--- src/verilog/sso_map.vh ---
// Constants for the supervisor status block: register map, fields, resets and timing.
// Assumes a 125 MHz mclk and a 1 MHz internal oscillator rate.
`ifndef SSO_MAP_VH
`define SSO_MAP_VH

// Register byte offsets
`define SSO_CTRL_OFF 12'h000
`define SSO_CFG_OFF 12'h004
`define SSO_STAT_OFF 12'h008
`define SSO_IRQ_STAT_OFF 12'h00c
`define SSO_IRQ_MASK_OFF 12'h010
`define SSO_CLEAR_OFF 12'h014

// Control register fields
`define SSO_CTRL_ENSEL 5:0
`define SSO_CTRL_PB 8
`define SSO_CTRL_BLINK 9
`define SSO_CTRL_SWOFF 10
`define SSO_CTRL_RST 32'h0000003f
`define SSO_CTRL_WMASK 32'h0000073f

// Configuration register fields
`define SSO_CFG_RSTSEL 5:0
`define SSO_CFG_DB 15:8
`define SSO_CFG_DLY 31:16
`define SSO_CFG_RST 32'h03e8143f
`define SSO_CFG_WMASK 32'hffffff3f

// Clear register fields
`define SSO_CLR_FAULT 0
`define SSO_CLR_WARN 1

// Interrupt bits
`define SSO_IRQ_W 5
`define SSO_IRQ_FAULT 0
`define SSO_IRQ_WARN 1
`define SSO_IRQ_BATT 2
`define SSO_IRQ_PRESS 3
`define SSO_IRQ_RSTREL 4

// Timing
`define SSO_MCLK_KHZ 125000
`define SSO_OSC_KHZ 1000
`define SSO_TICK_DIV (`SSO_MCLK_KHZ / `SSO_OSC_KHZ)
`define SSO_BLINK_SLOW_MS 1000
`define SSO_BLINK_FAST_MS 500
`define SSO_HALF_TICKS(ms) ((ms) * `SSO_OSC_KHZ / 2)
// Sized forms of the counts above, for assignment to narrow registers
`define SSO_TICK_LAST 7'h7c
`define SSO_BLINK_SLOW_HALF 20'h7a120
`define SSO_BLINK_FAST_HALF 20'h3d090

// Widths and charge phase codes
`define SSO_NCH 6
`define SSO_NSYNC 14
`define SSO_PH_NONE 2'h0
`define SSO_PH_PRE 2'h1

`endif

--- src/verilog/sso_top.v ---
// Supervisor status outputs: fault flag, outputs-good, input warnings, reset,
// dock detect, charger status blink, enable input and shutdown handling.
// Assumes comparator results arrive asynchronously and an APB master drives the bus.
//
// Behaviour
// - One latched active-low fault flag collects every fault source.
// - Enable input switches selected channels on, active high in level mode.
// - Push-button mode: enable debounced, active low, effect latched.
// - Software power-off overrides the enable input.
// - Outputs-good high only when all enabled channels are in range.
// - Low-input warning asserts high and stays latched after recovery.
// - Battery-fault output asserts low on low input against its threshold.
// - Reset held low until selected outputs valid, then programmable delay.
// - Dock-valid output high while dock supply is above its trip.
// - Charging is allowed only while dock supply exceeds its trip.
// - Charger status low while charging, released when charging stops.
// - Blink mode: one pulse/s precharge, two pulses/s fast and taper.
// - Shutdown input high disables all functions except the battery and press interrupts, low-power state.
// - Dock supply present overrides the shutdown input.
// - Debounce, reset delay and blink timing derive from a 1 MHz tick.
`timescale 1ns/1ns
`include "sso_map.vh"

module sso_top #(
    parameter [19:0] BLINK_SLOW_HALF = `SSO_BLINK_SLOW_HALF,
    parameter [19:0] BLINK_FAST_HALF = `SSO_BLINK_FAST_HALF
) (
    // Clock and reset
    input wire mclk,
    input wire rst_n,
    // APB slave
    input wire psel,
    input wire penable,
    input wire pwrite,
    input wire [11:0] paddr,
    input wire [31:0] pwdata,
    output reg [31:0] prdata,
    output reg pready,
    output reg pslverr,
    // Comparator and pin inputs, asynchronous
    input wire [5:0] ch_in_range,
    input wire vin_below_warn,
    input wire vin_below_batt,
    input wire dock_supply,
    input wire over_temp,
    input wire power_down_in,
    input wire channel_enable_in,
    input wire [1:0] charge_phase,
    // Status pins and controls
    output reg fault_flag_n,
    output reg outputs_good,
    output reg low_input_warn,
    output reg battery_fault_n,
    output reg system_reset_n,
    output reg dock_valid,
    output reg charge_status_n,
    output reg charge_enable,
    output reg [5:0] channel_on,
    output reg low_power,
    output reg irq
);

////////////////////////////////////////////////////////////////////////////////
// Input synchronisers
wire [13:0] async_in = {charge_phase, channel_enable_in, power_down_in, over_temp,
    dock_supply, vin_below_batt, vin_below_warn, ch_in_range};
reg [13:0] s1_ff;
reg [13:0] s2_ff;
genvar gi;
generate
    for (gi = 0; gi < `SSO_NSYNC; gi = gi + 1) begin : g_sync
        always @(posedge mclk) begin
            if (!rst_n) begin
                s1_ff[gi] <= 1'b0;
                s2_ff[gi] <= 1'b0;
            end else begin
                s1_ff[gi] <= async_in[gi];
                s2_ff[gi] <= s1_ff[gi];
            end
        end
    end
endgenerate
wire [5:0] in_rng = s2_ff[5:0];
wire warn_s = s2_ff[6];
wire batt_s = s2_ff[7];
wire dock_s = s2_ff[8];
wire temp_s = s2_ff[9];
wire pd_s = s2_ff[10];
wire en_s = s2_ff[11];
wire [1:0] phase_s = s2_ff[13:12];

////////////////////////////////////////////////////////////////////////////////
// 1 MHz tick from mclk
localparam [6:0] TICK_LAST = `SSO_TICK_LAST;
reg [6:0] div_ff;
reg tick_ff;
always @(posedge mclk) begin
    if (!rst_n) begin
        div_ff <= 7'h00;
        tick_ff <= 1'b0;
    end else begin
        tick_ff <= (div_ff == TICK_LAST);
        div_ff <= (div_ff == TICK_LAST) ? 7'h00 : div_ff + 7'h01;
    end
end

////////////////////////////////////////////////////////////////////////////////
// Registers
reg [31:0] ctrl_ff;
reg [31:0] cfg_ff;
reg [4:0] istat_ff;
reg [4:0] imask_ff;
wire setup = psel & ~penable;
wire wr_acc = psel & penable & pwrite;
wire rd_acc = psel & penable & ~pwrite;
wire wr_clr = wr_acc & (paddr == `SSO_CLEAR_OFF);
wire rd_istat = rd_acc & (paddr == `SSO_IRQ_STAT_OFF);
wire shutdown = pd_s & ~dock_s;
wire sw_off = ctrl_ff[`SSO_CTRL_SWOFF];
wire [5:0] en_sel = ctrl_ff[`SSO_CTRL_ENSEL];
wire pb_mode = ctrl_ff[`SSO_CTRL_PB];
reg [7:0] db_cnt_ff;
reg pressed_ff;
reg pb_on_ff;
reg fault_ff;
reg warn_ff;
reg batt_d_ff;
reg [15:0] dly_ff;
reg rel_ff;
reg [19:0] blink_cnt_ff;
reg blink_ff;
reg [31:0] rd_val;

always @* begin
    case (paddr)
        `SSO_CTRL_OFF: rd_val = ctrl_ff;
        `SSO_CFG_OFF: rd_val = cfg_ff;
        `SSO_STAT_OFF: rd_val = {16'h0000, fault_ff, warn_ff, batt_s, dock_s, shutdown,
            pb_on_ff, rel_ff, ~phase_s[1] & ~phase_s[0] ? 1'b0 : 1'b1, 2'h0, channel_on};
        `SSO_IRQ_STAT_OFF: rd_val = {27'h0000000, istat_ff};
        `SSO_IRQ_MASK_OFF: rd_val = {27'h0000000, imask_ff};
        `SSO_CLEAR_OFF: rd_val = 32'h00000000;
        default: rd_val = 32'h00000000;
    endcase
end

wire mapped = (paddr == `SSO_CTRL_OFF) | (paddr == `SSO_CFG_OFF) |
    (paddr == `SSO_STAT_OFF) | (paddr == `SSO_IRQ_STAT_OFF) |
    (paddr == `SSO_IRQ_MASK_OFF) | (paddr == `SSO_CLEAR_OFF);

// Read data is captured in the setup cycle so every access ends in one access cycle
always @(posedge mclk) begin
    if (!rst_n) begin
        prdata <= 32'h00000000;
        pready <= 1'b0;
        pslverr <= 1'b0;
        ctrl_ff <= `SSO_CTRL_RST;
        cfg_ff <= `SSO_CFG_RST;
        imask_ff <= 5'h00;
    end else begin
        pready <= 1'b1;
        if (setup) begin
            prdata <= pwrite ? 32'h00000000 : rd_val;
            pslverr <= ~mapped;
        end
        if (wr_acc && paddr == `SSO_CTRL_OFF) begin
            ctrl_ff <= pwdata & `SSO_CTRL_WMASK;
        end
        if (wr_acc && paddr == `SSO_CFG_OFF) begin
            cfg_ff <= pwdata & `SSO_CFG_WMASK;
        end
        if (wr_acc && paddr == `SSO_IRQ_MASK_OFF) begin
            imask_ff <= pwdata[`SSO_IRQ_W-1:0];
        end
    end
end

////////////////////////////////////////////////////////////////////////////////
// Enable input: level or push-button
wire db_done = (db_cnt_ff >= cfg_ff[`SSO_CFG_DB]);
wire press = pb_mode & ~en_s & tick_ff & db_done & ~pressed_ff;
always @(posedge mclk) begin
    if (!rst_n) begin
        db_cnt_ff <= 8'h00;
        pressed_ff <= 1'b0;
        pb_on_ff <= 1'b0;
    end else begin
        if (en_s || !pb_mode) begin
            db_cnt_ff <= 8'h00;
            pressed_ff <= 1'b0;
        end else if (tick_ff) begin
            if (!db_done) begin
                db_cnt_ff <= db_cnt_ff + 8'h01;
            end
            if (db_done) begin
                pressed_ff <= 1'b1;
            end
        end
        // Software off wins and also drops a latched press
        if (sw_off || shutdown || !pb_mode) begin
            pb_on_ff <= 1'b0;
        end else if (press) begin
            pb_on_ff <= ~pb_on_ff;
        end
    end
end

wire pb_or_lvl = pb_mode ? pb_on_ff : en_s;
wire [5:0] nxt_on = (sw_off | shutdown) ? 6'h00 : (en_sel & {6{pb_or_lvl}});

////////////////////////////////////////////////////////////////////////////////
// Monitors, fault latch, reset timer
wire [5:0] rst_sel = cfg_ff[`SSO_CFG_RSTSEL];
wire all_valid = &(~rst_sel | (in_rng & channel_on));
wire fault_src = (|(channel_on & ~in_rng)) | temp_s | batt_s;
always @(posedge mclk) begin
    if (!rst_n) begin
        channel_on <= 6'h00;
        outputs_good <= 1'b0;
        fault_ff <= 1'b0;
        warn_ff <= 1'b0;
        batt_d_ff <= 1'b0;
        dly_ff <= 16'h0000;
        rel_ff <= 1'b0;
    end else begin
        channel_on <= nxt_on;
        outputs_good <= ~shutdown & (&(in_rng | ~channel_on));
        batt_d_ff <= batt_s;
        if (!shutdown && fault_src) begin
            fault_ff <= 1'b1;
        end else if (wr_clr && pwdata[`SSO_CLR_FAULT]) begin
            fault_ff <= 1'b0;
        end
        if (!shutdown && warn_s) begin
            warn_ff <= 1'b1;
        end else if (wr_clr && pwdata[`SSO_CLR_WARN]) begin
            warn_ff <= 1'b0;
        end
        if (shutdown || !all_valid) begin
            dly_ff <= 16'h0000;
            rel_ff <= 1'b0;
        end else if (tick_ff && !rel_ff) begin
            if (dly_ff >= cfg_ff[`SSO_CFG_DLY]) begin
                rel_ff <= 1'b1;
            end else begin
                dly_ff <= dly_ff + 16'h0001;
            end
        end
    end
end

////////////////////////////////////////////////////////////////////////////////
// Charger status and blink
wire charging = charge_enable & (phase_s != `SSO_PH_NONE);
wire precharge = (phase_s == `SSO_PH_PRE);
wire [19:0] half = precharge ? BLINK_SLOW_HALF : BLINK_FAST_HALF;
always @(posedge mclk) begin
    if (!rst_n) begin
        blink_cnt_ff <= 20'h00000;
        blink_ff <= 1'b0;
    end else if (!charging) begin
        blink_cnt_ff <= 20'h00000;
        blink_ff <= 1'b0;
    end else if (tick_ff) begin
        if (blink_cnt_ff >= half - 20'h00001) begin
            blink_cnt_ff <= 20'h00000;
            blink_ff <= ~blink_ff;
        end else begin
            blink_cnt_ff <= blink_cnt_ff + 20'h00001;
        end
    end
end

////////////////////////////////////////////////////////////////////////////////
// Pin outputs and interrupts
wire [4:0] events = {rel_ff & ~system_reset_n, press, batt_s & ~batt_d_ff,
    warn_s & ~warn_ff & ~shutdown, fault_src & ~fault_ff & ~shutdown};
always @(posedge mclk) begin
    if (!rst_n) begin
        fault_flag_n <= 1'b1;
        low_input_warn <= 1'b0;
        battery_fault_n <= 1'b1;
        system_reset_n <= 1'b0;
        dock_valid <= 1'b0;
        charge_status_n <= 1'b1;
        charge_enable <= 1'b0;
        low_power <= 1'b0;
        istat_ff <= 5'h00;
        irq <= 1'b0;
    end else begin
        fault_flag_n <= ~fault_ff;
        low_input_warn <= warn_ff;
        battery_fault_n <= ~(batt_s & ~shutdown);
        system_reset_n <= rel_ff;
        dock_valid <= dock_s;
        charge_enable <= dock_s;
        charge_status_n <= ~(charging & (~ctrl_ff[`SSO_CTRL_BLINK] | ~blink_ff));
        low_power <= shutdown;
        // Only bits already shown in prdata are cleared; an event that lands
        // between setup and access survives, and a new event wins over the clear
        istat_ff <= (istat_ff & ~(prdata[`SSO_IRQ_W-1:0] & {`SSO_IRQ_W{rd_istat}})) | events;
        irq <= |(istat_ff & imask_ff);
    end
end

endmodule // sso_top

--- config.mk ---
export PLATFORM = sky130hd
export DESIGN_NAME = sso_top
export DESIGN_NICKNAME = d
export VERILOG_FILES = /design/src/verilog/sso_top.v
export VERILOG_INCLUDE_DIRS = /design/src /design/src/verilog
export SDC_FILE = /design/constraint.sdc
export NUM_CORES = 1
export LEC_CHECK = 0
export BUFFER_PORTS_ARGS = -buffer_cell sky130_fd_sc_hd__buf_2
export CELL_PAD_IN_SITES_DETAIL_PLACEMENT = 2
export CELL_PAD_IN_SITES_GLOBAL_PLACEMENT = 2
export CORE_MARGIN = 2
export CORE_UTILIZATION = 37
export DETAILED_ROUTE_END_ITERATION = 8
export GPL_TIMING_DRIVEN = 0
export PLACE_DENSITY = 0.88
export SKIP_LAST_GASP = 1
export SYNTH_ARGS = -nofsm -noshare
export SYNTH_HDL_FRONTEND = slang
export SYNTH_SLANG_ARGS = --single-unit
--- constraint.sdc ---
create_clock -name mclk -period 7.1 [get_ports mclk]
set_clock_uncertainty 0.05 [all_clocks]
set_input_delay 1.065 -clock mclk [delete_from_list [all_inputs] [get_ports mclk]]
set_output_delay 1.065 -clock mclk [all_outputs]
set_load 0.01 [all_outputs]
* Word level (Yosys, flattened, before mapping)
Index checks and enable logic that the tools add are counted.
** Word-level totals
- Register bits :: 185
- Input port bits :: 63
- Output and inout port bits :: 50
- Logic and storage cells :: 183
** Operators by class
- Add/subtract/negate cells :: 5
- Order comparisons :: 3
- Equal/unequal tests :: 7
- Muxes and demuxes :: 11
- Bitwise logic cells :: 65
- Reduce and logical (&&, ||, !) cells :: 35
** Operators with widths (number)
- 32-bit one-hot mux with 5 select lines :: 1
- 32-bit 2-to-1 mux :: 1
- 12-bit by 4-bit == test with 1-bit output, second input constant :: 2
- 12-bit by 5-bit == test with 1-bit output, second input constant :: 2
- 1-bit AND :: 22
- 1-bit inverter :: 21
- 20-bit by 1-bit adder with 20-bit output, second input constant :: 1
- 20-bit greater-or-equal comparator :: 1
- 20-bit 2-to-1 mux :: 1
- 19-bit by 1-bit subtractor with 20-bit output, second input constant :: 1
- 19-bit 2-to-1 mux :: 1
- 6-bit AND :: 3
- 6-bit inverter :: 3
- 16-bit by 1-bit adder with 16-bit output, second input constant :: 1
- 16-bit greater-or-equal comparator :: 1
- 5-bit AND :: 3
- 12-bit by 3-bit == test with 1-bit output, second input constant :: 1
- 12-bit logical NOT :: 1
- 6-bit OR :: 2
- 2-bit AND reduction :: 6
- 6-bit AND reduction :: 2
- 2-bit OR reduction :: 5
- 1-bit OR :: 9
- 8-bit by 1-bit adder with 8-bit output, second input constant :: 1
- other kinds (13) :: 34

* Longest topological paths before layout
Gate-level depths: netlist of the first run.
- Depth in word-level cells :: 8
- Mapped depth :: 10
- Depth with buffers taken out :: 9

* Worst setup path before layout of the first run
No wires, ideal clock.
- Kind :: input -> register
- Start point :: input paddr[1]
- End point :: register ctrl_ff[0]
- Library setup time :: 0.129 ns
- Arrival :: 2.582 ns
- Data required time :: 6.921 ns
- Setup slack :: 4.338 ns
- Stages :: 8
- Path through :: nor3_1 > nand3_4 > or3_1 > buf_2 > nor3_2 > buf_4 > mux2i_1 > nand2_1
** Between the ends
- Cells in the longest elaborated chain, start to end :: 2
** RTL lines
- start: declaration :: RTL line sso_top.v:35 : input wire [11:0] paddr,
- 12-bit logical NOT
- 1-bit logical AND (no line)
- end signal: assignment :: RTL line sso_top.v:157 : ctrl_ff <= `SSO_CTRL_RST;
- end signal: assignment :: RTL line sso_top.v:167 : ctrl_ff <= pwdata & `SSO_CTRL_WMASK;
- end: declaration :: RTL line sso_top.v:109 : reg [31:0] ctrl_ff;
Every way passes these cells.
A chain may end at the register's enable or synchronous reset.

* Worst setup path after layout of the first run
- Start point :: register cfg_ff[31]
- End point :: register dly_ff[10]
** Between the ends
- Cells in the longest elaborated chain, start to end :: 3
** RTL lines
- start: declaration :: RTL line sso_top.v:110 : reg [31:0] cfg_ff;
- start signal: assignment :: RTL line sso_top.v:158 : cfg_ff <= `SSO_CFG_RST;
- start signal: assignment :: RTL line sso_top.v:170 : cfg_ff <= pwdata & `SSO_CFG_WMASK;
- 16-bit greater-or-equal comparator :: RTL line sso_top.v:243 : if (dly_ff >= cfg_ff[`SSO_CFG_DLY]) begin
- 1-bit inverter (no line)
- 2-bit AND reduction (no line)
- end signal: assignment :: RTL line sso_top.v:246 : dly_ff <= dly_ff + 16'h0001;
- end: declaration :: RTL line sso_top.v:128 : reg [15:0] dly_ff;
Every way passes these cells.

==> summary.txt, run 1 <==
Post-Syn Area: 7860 sq um
number of synthesized flops with an enable pin: 0
maximum vdd drop: 153 uV
Initial Util: 37.5%
CTS clock-pin slew for the worst setup and hold paths: 0.08 ns
highest routed layer: met4
Routed Antenna Nets: 0
Critical Path AT: 3.37 ns
Clock Power Share: 45.9%
RSZ-0062 raised after global routing: false
Avg WL per Cell: 23.0 um
Max-Cap Viols: 0
Vias: 7,267
# port buffers: 108
drt pass-1 iters: 5
die height: 150 um
nets@finish: 1,110
min Tclk post-route: 3.05 ns
Core Rows: 53
NetSw: 0.562 mW
Slew @ Worst Pin: 1.17 ns
# setup viols final: 0
antenna violations before repair: 1
hpwl dp: 20.5 mm
post-synthesis sequential area ratio: 46.6%
Hold Vio Cnt, Final: 0
top-level I/O count: 113
cts bufs inserted: 17
Async SR Flop Fraction: 0%
Worst path slowest cell: nor3_1
Vias/cell: 5.58
critical path class: reg -> reg
gr usage total: 27.8%
CP endpoint kind: flip-flop
Primary FF master, synth: dfxtp_1
Distinct cells, synth: 58
startpoint types: flip-flop
Switching Share: 26.7%
Synth Register Bits: 183
WP data required: 7.42 ns
sequential share of power: 49.9%
synthesized area per cell: 8.87 sq um
# hold bufs at CTS: 0
post_cts resized: 0
worst hold path class: reg -> reg
first-pass GRT wire length: 47.1 mm
crit path max fanout: 10
status: completed
Int Pwr: 1.54 mW
Die W: 150 um
ratio of cells with drive above 1 in the final layout: 16.4%
metal3 WL: 1.12 mm
largest net degree at the start of global routing: 20
clock buffer depth: 2
final WL: 30.0 mm
DRT iter0 DRCs: 383
Ys Warns: 0
Root Driver: clkbuf_16
GP Congestion: 0.849
pwr dens: 226 nW/um^2
CTS sink cnt: 183
Die ar.: 22,400 sq um
clk_lat worst skew: 0.45 ns
CTS tree: built
period utilisation layout: 43.0%
WHS: 0.389 ns
Rel. slew slack: 21.5%
cell chain of the critical path: inv_1 > ha_1 > nand4_1 > nor3_1 > o2bb2ai_1 > a31o_2 > buf_6 > clkbuf_1 > o21ai_0 > a21oi_1
LEAKAGE: 3.72 nW
global route overflow: 0
Met1 Wirelength: 12.5 mm
area growth from synthesis to layout: 18.7%
max frequency: 327 MHz
vias in the first global route: 8,126
core area: 21,000 sq um
CTS HTree Levels: 4
met2 routed WL: 15.4 mm
Pins Over Slew Limit: 0
Gate power share: 4.1%
Gate Count Post-Synth: 886
commonest non-fill, non-tap cell in the layout: dfxtp_1
commonest non-fill, non-tap cells in the layout: dfxtp_1, nand2_1, buf_2
Worst path max stage delay: 0.52 ns
Fin Setup TNS: 0 ns
setup bufs post-CTS: 0
drc violations: 0
==> cell families after synthesis <==
family	after synthesis	share of synthesized area, %
mux	25	3.18
xor+xnor	24	2.67
compound gates	173	14.1
flops	183	46.6
simple gates	368	23.9
other cells	1	0.0477
fa+ha+maj	33	5.25
buf+inv	79	4.16
==> synth_stat cells, types with 8 or more instances <==
cell type    n  area [sq um]
nor3_1      11          55.1
inv_1       41           154
nand4_1     13          81.3
and3_1      15          93.8
clkbuf_1    24          90.1
xnor2_1     12           105
nand2b_1    10          62.6
a21o_1       8          60.1
dfxtp_1    183          3660
a21oi_1     58           290
o211ai_1    10          75.1
a22oi_1     30           225
or4_1       10          75.1
nor2_1      76           285
xor2_1      12           105
nand3_1     33           165
mux2i_1     25           250
o21ai_0     29           145
o31ai_1     11          82.6
ha_1        33           413
and2_1      41           257
or3_1       12          75.1
nand2_1    120           450
==> metrics by stage <==
stage	instances	cell area (sq um)	util (%)	worst slack (ns)	total power, mW
after global placement	1270	8750	41.7	3.85	1.15
after floorplan	887	7860	-	4.34	1.11
final	1303	9330	44.5	4.05	2.10
after CTS	1302	9330	44.5	4.01	2.12
after detailed placement	1270	8750	41.7	3.70	1.16
after global routing	1303	9330	44.5	3.82	2.16
==> cell type report <==
cell class	instances	area [sq um]
Sequential cell	183	3660
Inverter	42	158
Multi-Input combinational cell	625	3870
Fill cell	2349	11600
Antenna cell	1	2.50
Timing Repair Buffer	108	541
Buffer	37	169
Clock inverter	15	154
Tap cell	275	344
Clock buffer	17	425
==> sequential cells by signal, summed over array words and instances, names as in the netlist, 6 cells and up <==
signal and cells:
div_ff 7, blink_cnt_ff 20, prdata 30, s1_ff 14, ctrl_ff 9, channel_on 6, dly_ff 16, in_rng 6
db_cnt_ff 8, cfg_ff 30
==> power by group through the flow <==
stage | logic, mW | clock network (mW) | registers [mW]
finish | 0.0873 | 0.966 | 1.05
global route | 0.0948 | 1.02 | 1.05
CTS | 0.0876 | 0.978 | 1.05
detailed placement | 0.0842 | 0 | 1.07
global placement | 0.0810 | 0 | 1.07
floorplan | 0.0367 | 0 | 1.07
==> worst max-delay path, delay by kind of cell, from the launching register on <==
| family | cells | cell delay (ns) |
|---|---|---|
| buffers and inverters | 3 | 0.67 |
| AOI/OAI and AO/OA | 4 | 0.83 |
| adders and majority gates | 1 | 0.35 |
| and+or+nand+nor | 2 | 0.67 |
| DFF | 1 | 0.39 |
==> final timing paths <==
path / depth (start not counted) / slack, ns / from / endpoint
setup reg to reg: 10 / 4.05 / cfg_ff[31] / dly_ff[10]
setup / recovery: 10 / 4.05 / cfg_ff[31] / dly_ff[10]
hold / removal: 1 / 0.39 / s1_ff[13] / phase_s[1]
hold reg to reg: 1 / 0.39 / s1_ff[13] / phase_s[1]
==> routing by layer <==
metal	vias up	global-route usage, %
met1	3676	33.2
met5	-	0
met3	63	4.33
li1	3357	-
met4	0	12.3
met2	171	49.4
Note: power is estimated with default switching activity, not from simulation.
==> run 2: changes to the inputs <==
ABC_AREA = 1   (was default)
CORE_UTILIZATION = 30   (was 37)
PLACE_DENSITY = 0.81   (was 0.88)
clock period = 2.6 ns   (was 7.1 ns; I/O delays follow)
==> run 2 against run 1 <==
Effect of this change: sequential share of layout area is 3.1 points lower; global-route usage is 5.7 points lower; critical path type is now in -> reg; design area is 8.6% higher; core utilization is 8.2 points lower; clock-buffer cell count stayed put; via count is 14% higher; non-clock buffer count is 8 higher; routed wire length is 4.6% higher; critical path depth is 3 lower.
==> summary.txt, run 2 <==
status: completed
CTS clock-pin slew for the worst setup and hold paths: 0.08 ns (about the same)
clock buffer depth: 2 (unchanged)
nets@finish: 1,385 (+25%)
commonest non-fill, non-tap cells in the layout: nand2_1, dfxtp_1, inv_1
clk_lat worst skew: 0.46 ns (about the same)
core area: 27,900 sq um (+33%)
min Tclk post-route: 2.44 ns
pwr dens: 578 nW/um^2 (+160%)
Die ar.: 29,700 sq um (+32%)
Avg WL per Cell: 18.7 um (-19%)
Vias: 8,318 (+14%)
most frequent cell after synthesis: nand2_1
# fillers: 3,374 (+44%)
hpwl dp: 23.5 mm (+15%)
Core Rows: 61 (+15%)
biggest regs: cfg_ff (30), prdata (30), blink_cnt_ff (20)
Synth top cells by count: nand2_1, dfxtp_1, inv_1, a21oi_1
post-synthesis sequential area ratio: 43.1% (-3.5 points)
CTS tree: built
Critical Path AT: 2.67 ns (-0.70 ns)
top-level I/O count: 113 (unchanged)
RSZ-0062 raised after global routing: false
CP endpoint kind: flip-flop
worst hold path class: in -> reg
gr usage total: 22.1% (-5.7 points)
Post-Syn Area: 8500 sq um (+8.1%)
first-pass GRT wire length: 49.8 mm (+5.9%)
HP Start: charge_phase[1]
Gate Count Post-Synth: 1,160 (+31%)
global route overflow: 0 (unchanged)
GP Congestion: 0.813 (-4.2%)
end of the critical path: low_power
placed cell area: 9510 sq um (+8.8%)
top post-synthesis cells by area: dfxtp_1, nand2_1, inv_1, a21oi_1, nand3_1
Die W: 172 um (+15%)
drc violations: 0 (unchanged)
Finished Cell Area: 10,100 sq um (+8.6%)
Routed Antenna Nets: 0 (unchanged)
number of synthesized flops with an enable pin: 0 (unchanged)
cts bufs inserted: 17 (unchanged)
Distinct cells, synth: 43 (-26%)
Max-Cap Viols: 0 (unchanged)
Async SR Flop Fraction: 0% (unchanged)
final WL: 31.4 mm (+4.6%)
Primary FF master, synth: dfxtp_1
period utilisation layout: 94.0%
drt pass-1 iters: 4 (-1)
n_diodes: 0 (-1)
LEAKAGE: 4.47 nW (+20%)
Vias/cell: 4.95 (-11%)
ratio of cells with drive above 1 in the final layout: 15.2% (-1.2 points)
max frequency: 409 MHz
Reg2Reg Setup Slack: 0.21 ns (-3.84 ns)
DRT iter0 DRCs: 406 (+6.0%)
# setup viols final: 0 (unchanged)
fin cells: 1,680 (+29%)
area growth from synthesis to layout: 19.2%
RR Startpoint: cfg_ff[31]
maximum vdd drop: 439 uV (+190%)
post-synth top area share: 43.1% (-3.5 points)
Ys Warns: 0 (unchanged)
WP data required: 2.83 ns (-4.59 ns)
Pins Over Slew Limit: 0 (unchanged)
dominant cell type by area after synthesis: dfxtp_1
Synth Register Bits: 183 (unchanged)
Hold Vio Cnt, Final: 0 (unchanged)
Root Driver: clkbuf_16
crit path max fanout: 10 (unchanged)
antenna violations before repair: 0 (-1)
vias in the first global route: 8,993 (+11%)
Fin Setup TNS: 0 ns (unchanged)
Inst Count DP: 1,647 (+30%)
WHS Path Cells: 3 (+2)
synthesized area per cell: 7.32 sq um (-17%)
startpoint types: input pin
die height: 172 um (+15%)
largest net degree at the start of global routing: 20 (unchanged)
crit path launch: rst_n
critical path class: in -> reg
# port buffers: 108 (unchanged)
CTS HTree Levels: 4 (unchanged)
Rel. slew slack: 48.9% (+27 points)
Initial Util: 30.5% (-7.0 points)
reg-to-reg endpoint: dly_ff[12]
Power Total: 5.86 mW (+180%)
commonest non-fill, non-tap cell in the layout: nand2_1
CTS sink cnt: 183 (unchanged)
Slew @ Worst Pin: 0.766 ns (-0.401 ns)
worst r2r path cells: 9 (-1)
run 2: cell count changes after synthesis, moves of 18 or more:
cell	before	now
a21oi_1	58	103
nand2_1	120	272
inv_1	41	142
nor2_1	76	95
nand4_1	13	31
and2_1	41	0
a22oi_1	30	0
mux2i_1	25	0
nand3_1	33	95
run 2: critical path, cell delays in order:
cell	delay [ns]
dlygate4sd3_1	0.53
buf_2	0.14
buf_2	0.21
inv_1	0.12
clkbuf_1	0.41
buf_1	0.64
nor2_1	0.22
run 2: what timing repair did:
item,4_1_cts,5_1_grt
setup buffers,0,0
resized for setup,0,2
hold endpoints to repair,0,1
endpoints found under the setup margin,0,11
hold buffers,0,1
run 2: worst min path at each step:
stage / end / slack [ns]
after floorplan: battery_fault_n / 0.33
after global placement: in_rng[1] / 0.35
after detailed placement: warn_s / 0.35
after CTS: pready / 0.007
after global routing: s1_ff[8] / 0.05
final: s1_ff[13] / 0.06
run 2: layer usage:
metal	track usage (%)	vias to the layer above	wire (um)	share of wire, %
met4	6.17	0	618	2.0
met3	4.28	43	1160	3.7
met5	0	-	0	0
li1	-	4014	-	-
met2	39.4	128	15500	49
met1	27.1	4133	14100	45
run 2: cells by family after synthesis:
kind of cell | count (synthesis) | synth area share [%]
buffers and inverters | 194 | 9.32
xor gates and xnor gates | 24 | 2.47
DFF | 183 | 43.1
and+or+nand+nor | 541 | 28.4
AOI/OAI and AO/OA | 184 | 11.8
other | 1 | 0.0441
adders and majority gates | 33 | 4.86
run 2: cell type report:
cell class,instances,area [sq um],area share [%]
buffer,44,229,2.26
clock buffer,17,425,4.20
clock inverter,15,171,1.69
inverter,150,563,5.56
multi-input combinational,784,4060,40.0
sequential,183,3660,36.2
tap,378,473,4.67
timing repair buffer,109,551,5.43
run 2: where the power goes:
part,internal [mW],leakage (nW),switching [mW]
registers,2.84,1.48,0.0277
clock network,1.38,0.298,1.35
logic,0.0814,2.69,0.173
total,4.31,4.47,1.55
run 2: metrics by stage:
stage | worst slack, ns | util (%) | hold WS, ns
final | 0.155 | 36.4 | 0.0638
after global routing | 0.0229 | 36.4 | 0.0544
after CTS | 0.0123 | 36.3 | 0.00704
after detailed placement | 0.0780 | 34.1 | 0.354
after global placement | 0.144 | 34.1 | 0.349
after floorplan | 0.781 | - | 0.329
==> run 3: changes to the inputs <==
CAP_MARGIN = 10   (was default)
CORE_UTILIZATION = 33   (was 30)
PLACE_DENSITY = 0.84   (was 0.81)
clock period = 2.4 ns   (was 2.6 ns; I/O delays follow)
==> run 3 against run 2 <==
Effect of this change: clock-buffer cell count increased by 1; clock power increased by 7%; hold slack got worse by 0.022 ns; non-clock buffer count increased by 2; final cell count decreased by 2.7%; register-to-register slack got worse by 0.10 ns; combinational power increased by 9.8%; via count increased by 1.0%; core utilization increased by 3.8 points; die area decreased by 8.9%; sequential power increased by 8.4%; critical path type is now reg -> reg; flip-flop and latch count unchanged.
==> summary.txt, run 3 (synthesis gave the netlist of run 2 again) <==
Vias: 8,401 (+1.0%)
LEAKAGE: 4.50 nW (+0.71%)
CTS sink cnt: 183 (unchanged)
status: completed
largest net degree at the start of global routing: 19 (-5.0%)
Buf/Inv on CP: 1 (-5)
Worst path max stage delay: 0.49 ns (-0.15 ns)
period utilisation layout: 95.5%
Die ar.: 27,000 sq um (-8.9%)
Max-Cap Viols: 0 (unchanged)
WHS: 0.0420 ns (-0.0217 ns)
Clock Power Share: 46.3% (-0.4 points)
CTS tree: built
Pins Over Slew Limit: 0 (unchanged)
commonest non-fill, non-tap cell in the layout: nand2_1
Vias/cell: 5.14 (+3.8%)
drc violations: 0 (unchanged)
Hold Vio Cnt, Final: 0 (unchanged)
Multi-input gate area: 4090 sq um (+0.96%)
crit path max fanout: 10 (unchanged)
vias in the first global route: 9,034 (+0.46%)
Routed Antenna Nets: 0 (unchanged)
Core Rows: 58 (-4.9%)
commonest non-fill, non-tap cells in the layout: nand2_1, dfxtp_1, inv_1
critical path class: reg -> reg
clock buffer depth: 2 (unchanged)
Critical Path AT: 2.60 ns (-0.07 ns)
GP Congestion: 0.841 (+3.5%)
FF+latch area: 3660 sq um (unchanged)
# port buffers: 108 (unchanged)
startpoint types: flip-flop
CTS clock-pin slew for the worst setup and hold paths: 0.07 ns (about the same)
sequential share of power: 49.3% (+0.3 points)
final WL: 31.5 mm (+0.25%)
n_diodes: 0 (unchanged)
cell chain of the critical path: ha_1 > nand2_1 > o21ai_0 > a21oi_4 > clkbuf_4 > nand4_1 > a21oi_1
Initial Util: 33.6% (+3.1 points)
worst hold path class: in -> reg
ratio of cells with drive above 1 in the final layout: 15.6% (+0.44 points)
core area: 25,300 sq um (-9.3%)
DRT iter0 DRCs: 379 (-6.7%)
clk_lat worst skew: 0.44 ns (-0.02 ns)
CP endpoint kind: flip-flop
Avg WL per Cell: 19.3 um (+3.1%)
HP Start: ch_in_range[0]
maximum vdd drop: 395 uV (-10%)
max frequency: 437 MHz
gr usage total: 24.0% (+1.8 points)
cts bufs inserted: 17 (unchanged)
drt pass-1 iters: 5 (+1)
global route overflow: 0 (unchanged)
top-level I/O count: 113 (unchanged)
# fillers: 3,022 (-10%)
Switching Share: 25.8% (-0.69 points)
RR Startpoint: dly_ff[10]
# setup viols final: 0 (unchanged)
die height: 164 um (-4.5%)
Root Driver: clkbuf_16
Slew @ Worst Pin: 0.789 ns (+0.0232 ns)
biggest regs: cfg_ff (30), prdata (30), blink_cnt_ff (20)
hpwl dp: 23.6 mm (+0.18%)
Gate power share: 4.4% (about the same)
nets@finish: 1,387 (+0.14%)
Worst path slowest cell: dfxtp_1
NetSw: 1.63 mW (+4.9%)
placed cell area: 9450 sq um (-0.63%)
CTS HTree Levels: 4 (unchanged)
Finished Cell Area: 10,100 sq um (about the same)
pwr dens: 622 nW/um^2 (+7.6%)
Rel. slew slack: 47.2% (-1.7 points)
CP delay by family, top: compound AO/OA/AOI/OAI gates
area growth from synthesis to layout: 19.3% (about the same)
Int Pwr: 4.68 mW (+8.6%)
crit path launch: dly_ff[10]
min Tclk post-route: 2.29 ns
first-pass GRT wire length: 49.5 mm (-0.66%)
WP data required: 2.71 ns (-0.12 ns)
Die W: 164 um (-4.5%)
antenna violations before repair: 0 (unchanged)
run 3: cell count changes in the layout (fill, tap and decap cells not counted), sizes merged:
| cell | before | now |
|---|---|---|
| inv | 161 | 157 |
| clkbuf | 33 | 36 |
| clkinvlp | 0 | 1 |
| clkinv | 3 | 5 |
run 3: power groups by stage:
| stage | combinational, mW | sequential (mW) | clock [mW] |
|---|---|---|---|
| CTS | 0.282 | 3.11 | 2.96 |
| global placement | 0.265 | 3.18 | 0 |
| finish | 0.279 | 3.11 | 2.92 |
| floorplan | 0.127 | 3.17 | 0 |
| global route | 0.309 | 3.11 | 3.08 |
| detailed placement | 0.278 | 3.18 | 0 |
run 3: final timing paths:
| kind | to | slack [ns] | depth (start not counted) |
|---|---|---|---|
| max | dly_ff[14] | 0.11 | 7 |
| min | s1_ff[0] | 0.04 | 3 |
| max reg2reg | dly_ff[14] | 0.11 | 7 |
| min reg2reg | warn_s | 0.37 | 2 |
run 3: stage by stage:
step / setup slack (ns) / util (%) / cells / power (mW) / TNS [ns]
after global routing: -0.0122 / 40.1 / 1634 / 6.50 / -0.0292
after global placement: -0.0104 / 37.4 / 1599 / 3.44 / -0.0104
after CTS: 0.0180 / 39.8 / 1631 / 6.35 / 0
final: 0.109 / 40.1 / 1634 / 6.31 / 0
after floorplan: 0.581 / - / 1161 / 3.30 / 0
after detailed placement: -0.0856 / 37.4 / 1599 / 3.46 / -0.673
run 3: metal layers:
metal / track usage, % / wire [um] / vias to the layer above
li1: - / - / 4026
met1: 30.3 / 14200 / 4163
met2: 42.2 / 15500 / 167
met3: 3.72 / 1030 / 45
met4: 6.72 / 713 / 0
met5: 0 / 0 / -
run 3: layout make-up:
cell class / instances / share of cell area, %
multi-input cells: 784 / 40.4
flip-flops and latches: 183 / 36.1
repair buffers: 111 / 5.58
inverters: 150 / 5.55
clock buffers: 18 / 4.33
well taps: 330 / 4.07
plain buffers: 44 / 2.36
clock inverters: 14 / 1.58
run 3: worst register-to-register path, cell delays in order, from the launching register on:
cell and delay [ns]:
dfxtp_1 0.49, ha_1 0.29, nand2_1 0.13, o21ai_0 0.21
a21oi_4 0.37, clkbuf_4 0.32, nand4_1 0.14, a21oi_1 0.21
run 3: repair_timing:
item,in CTS,in global routing
hold buffers,0,1
endpoints found under the hold margin,0,1
buffers inserted,0,2
setup endpoints to repair,11,23
gates resized for setup,2,12
pin swaps,0,1
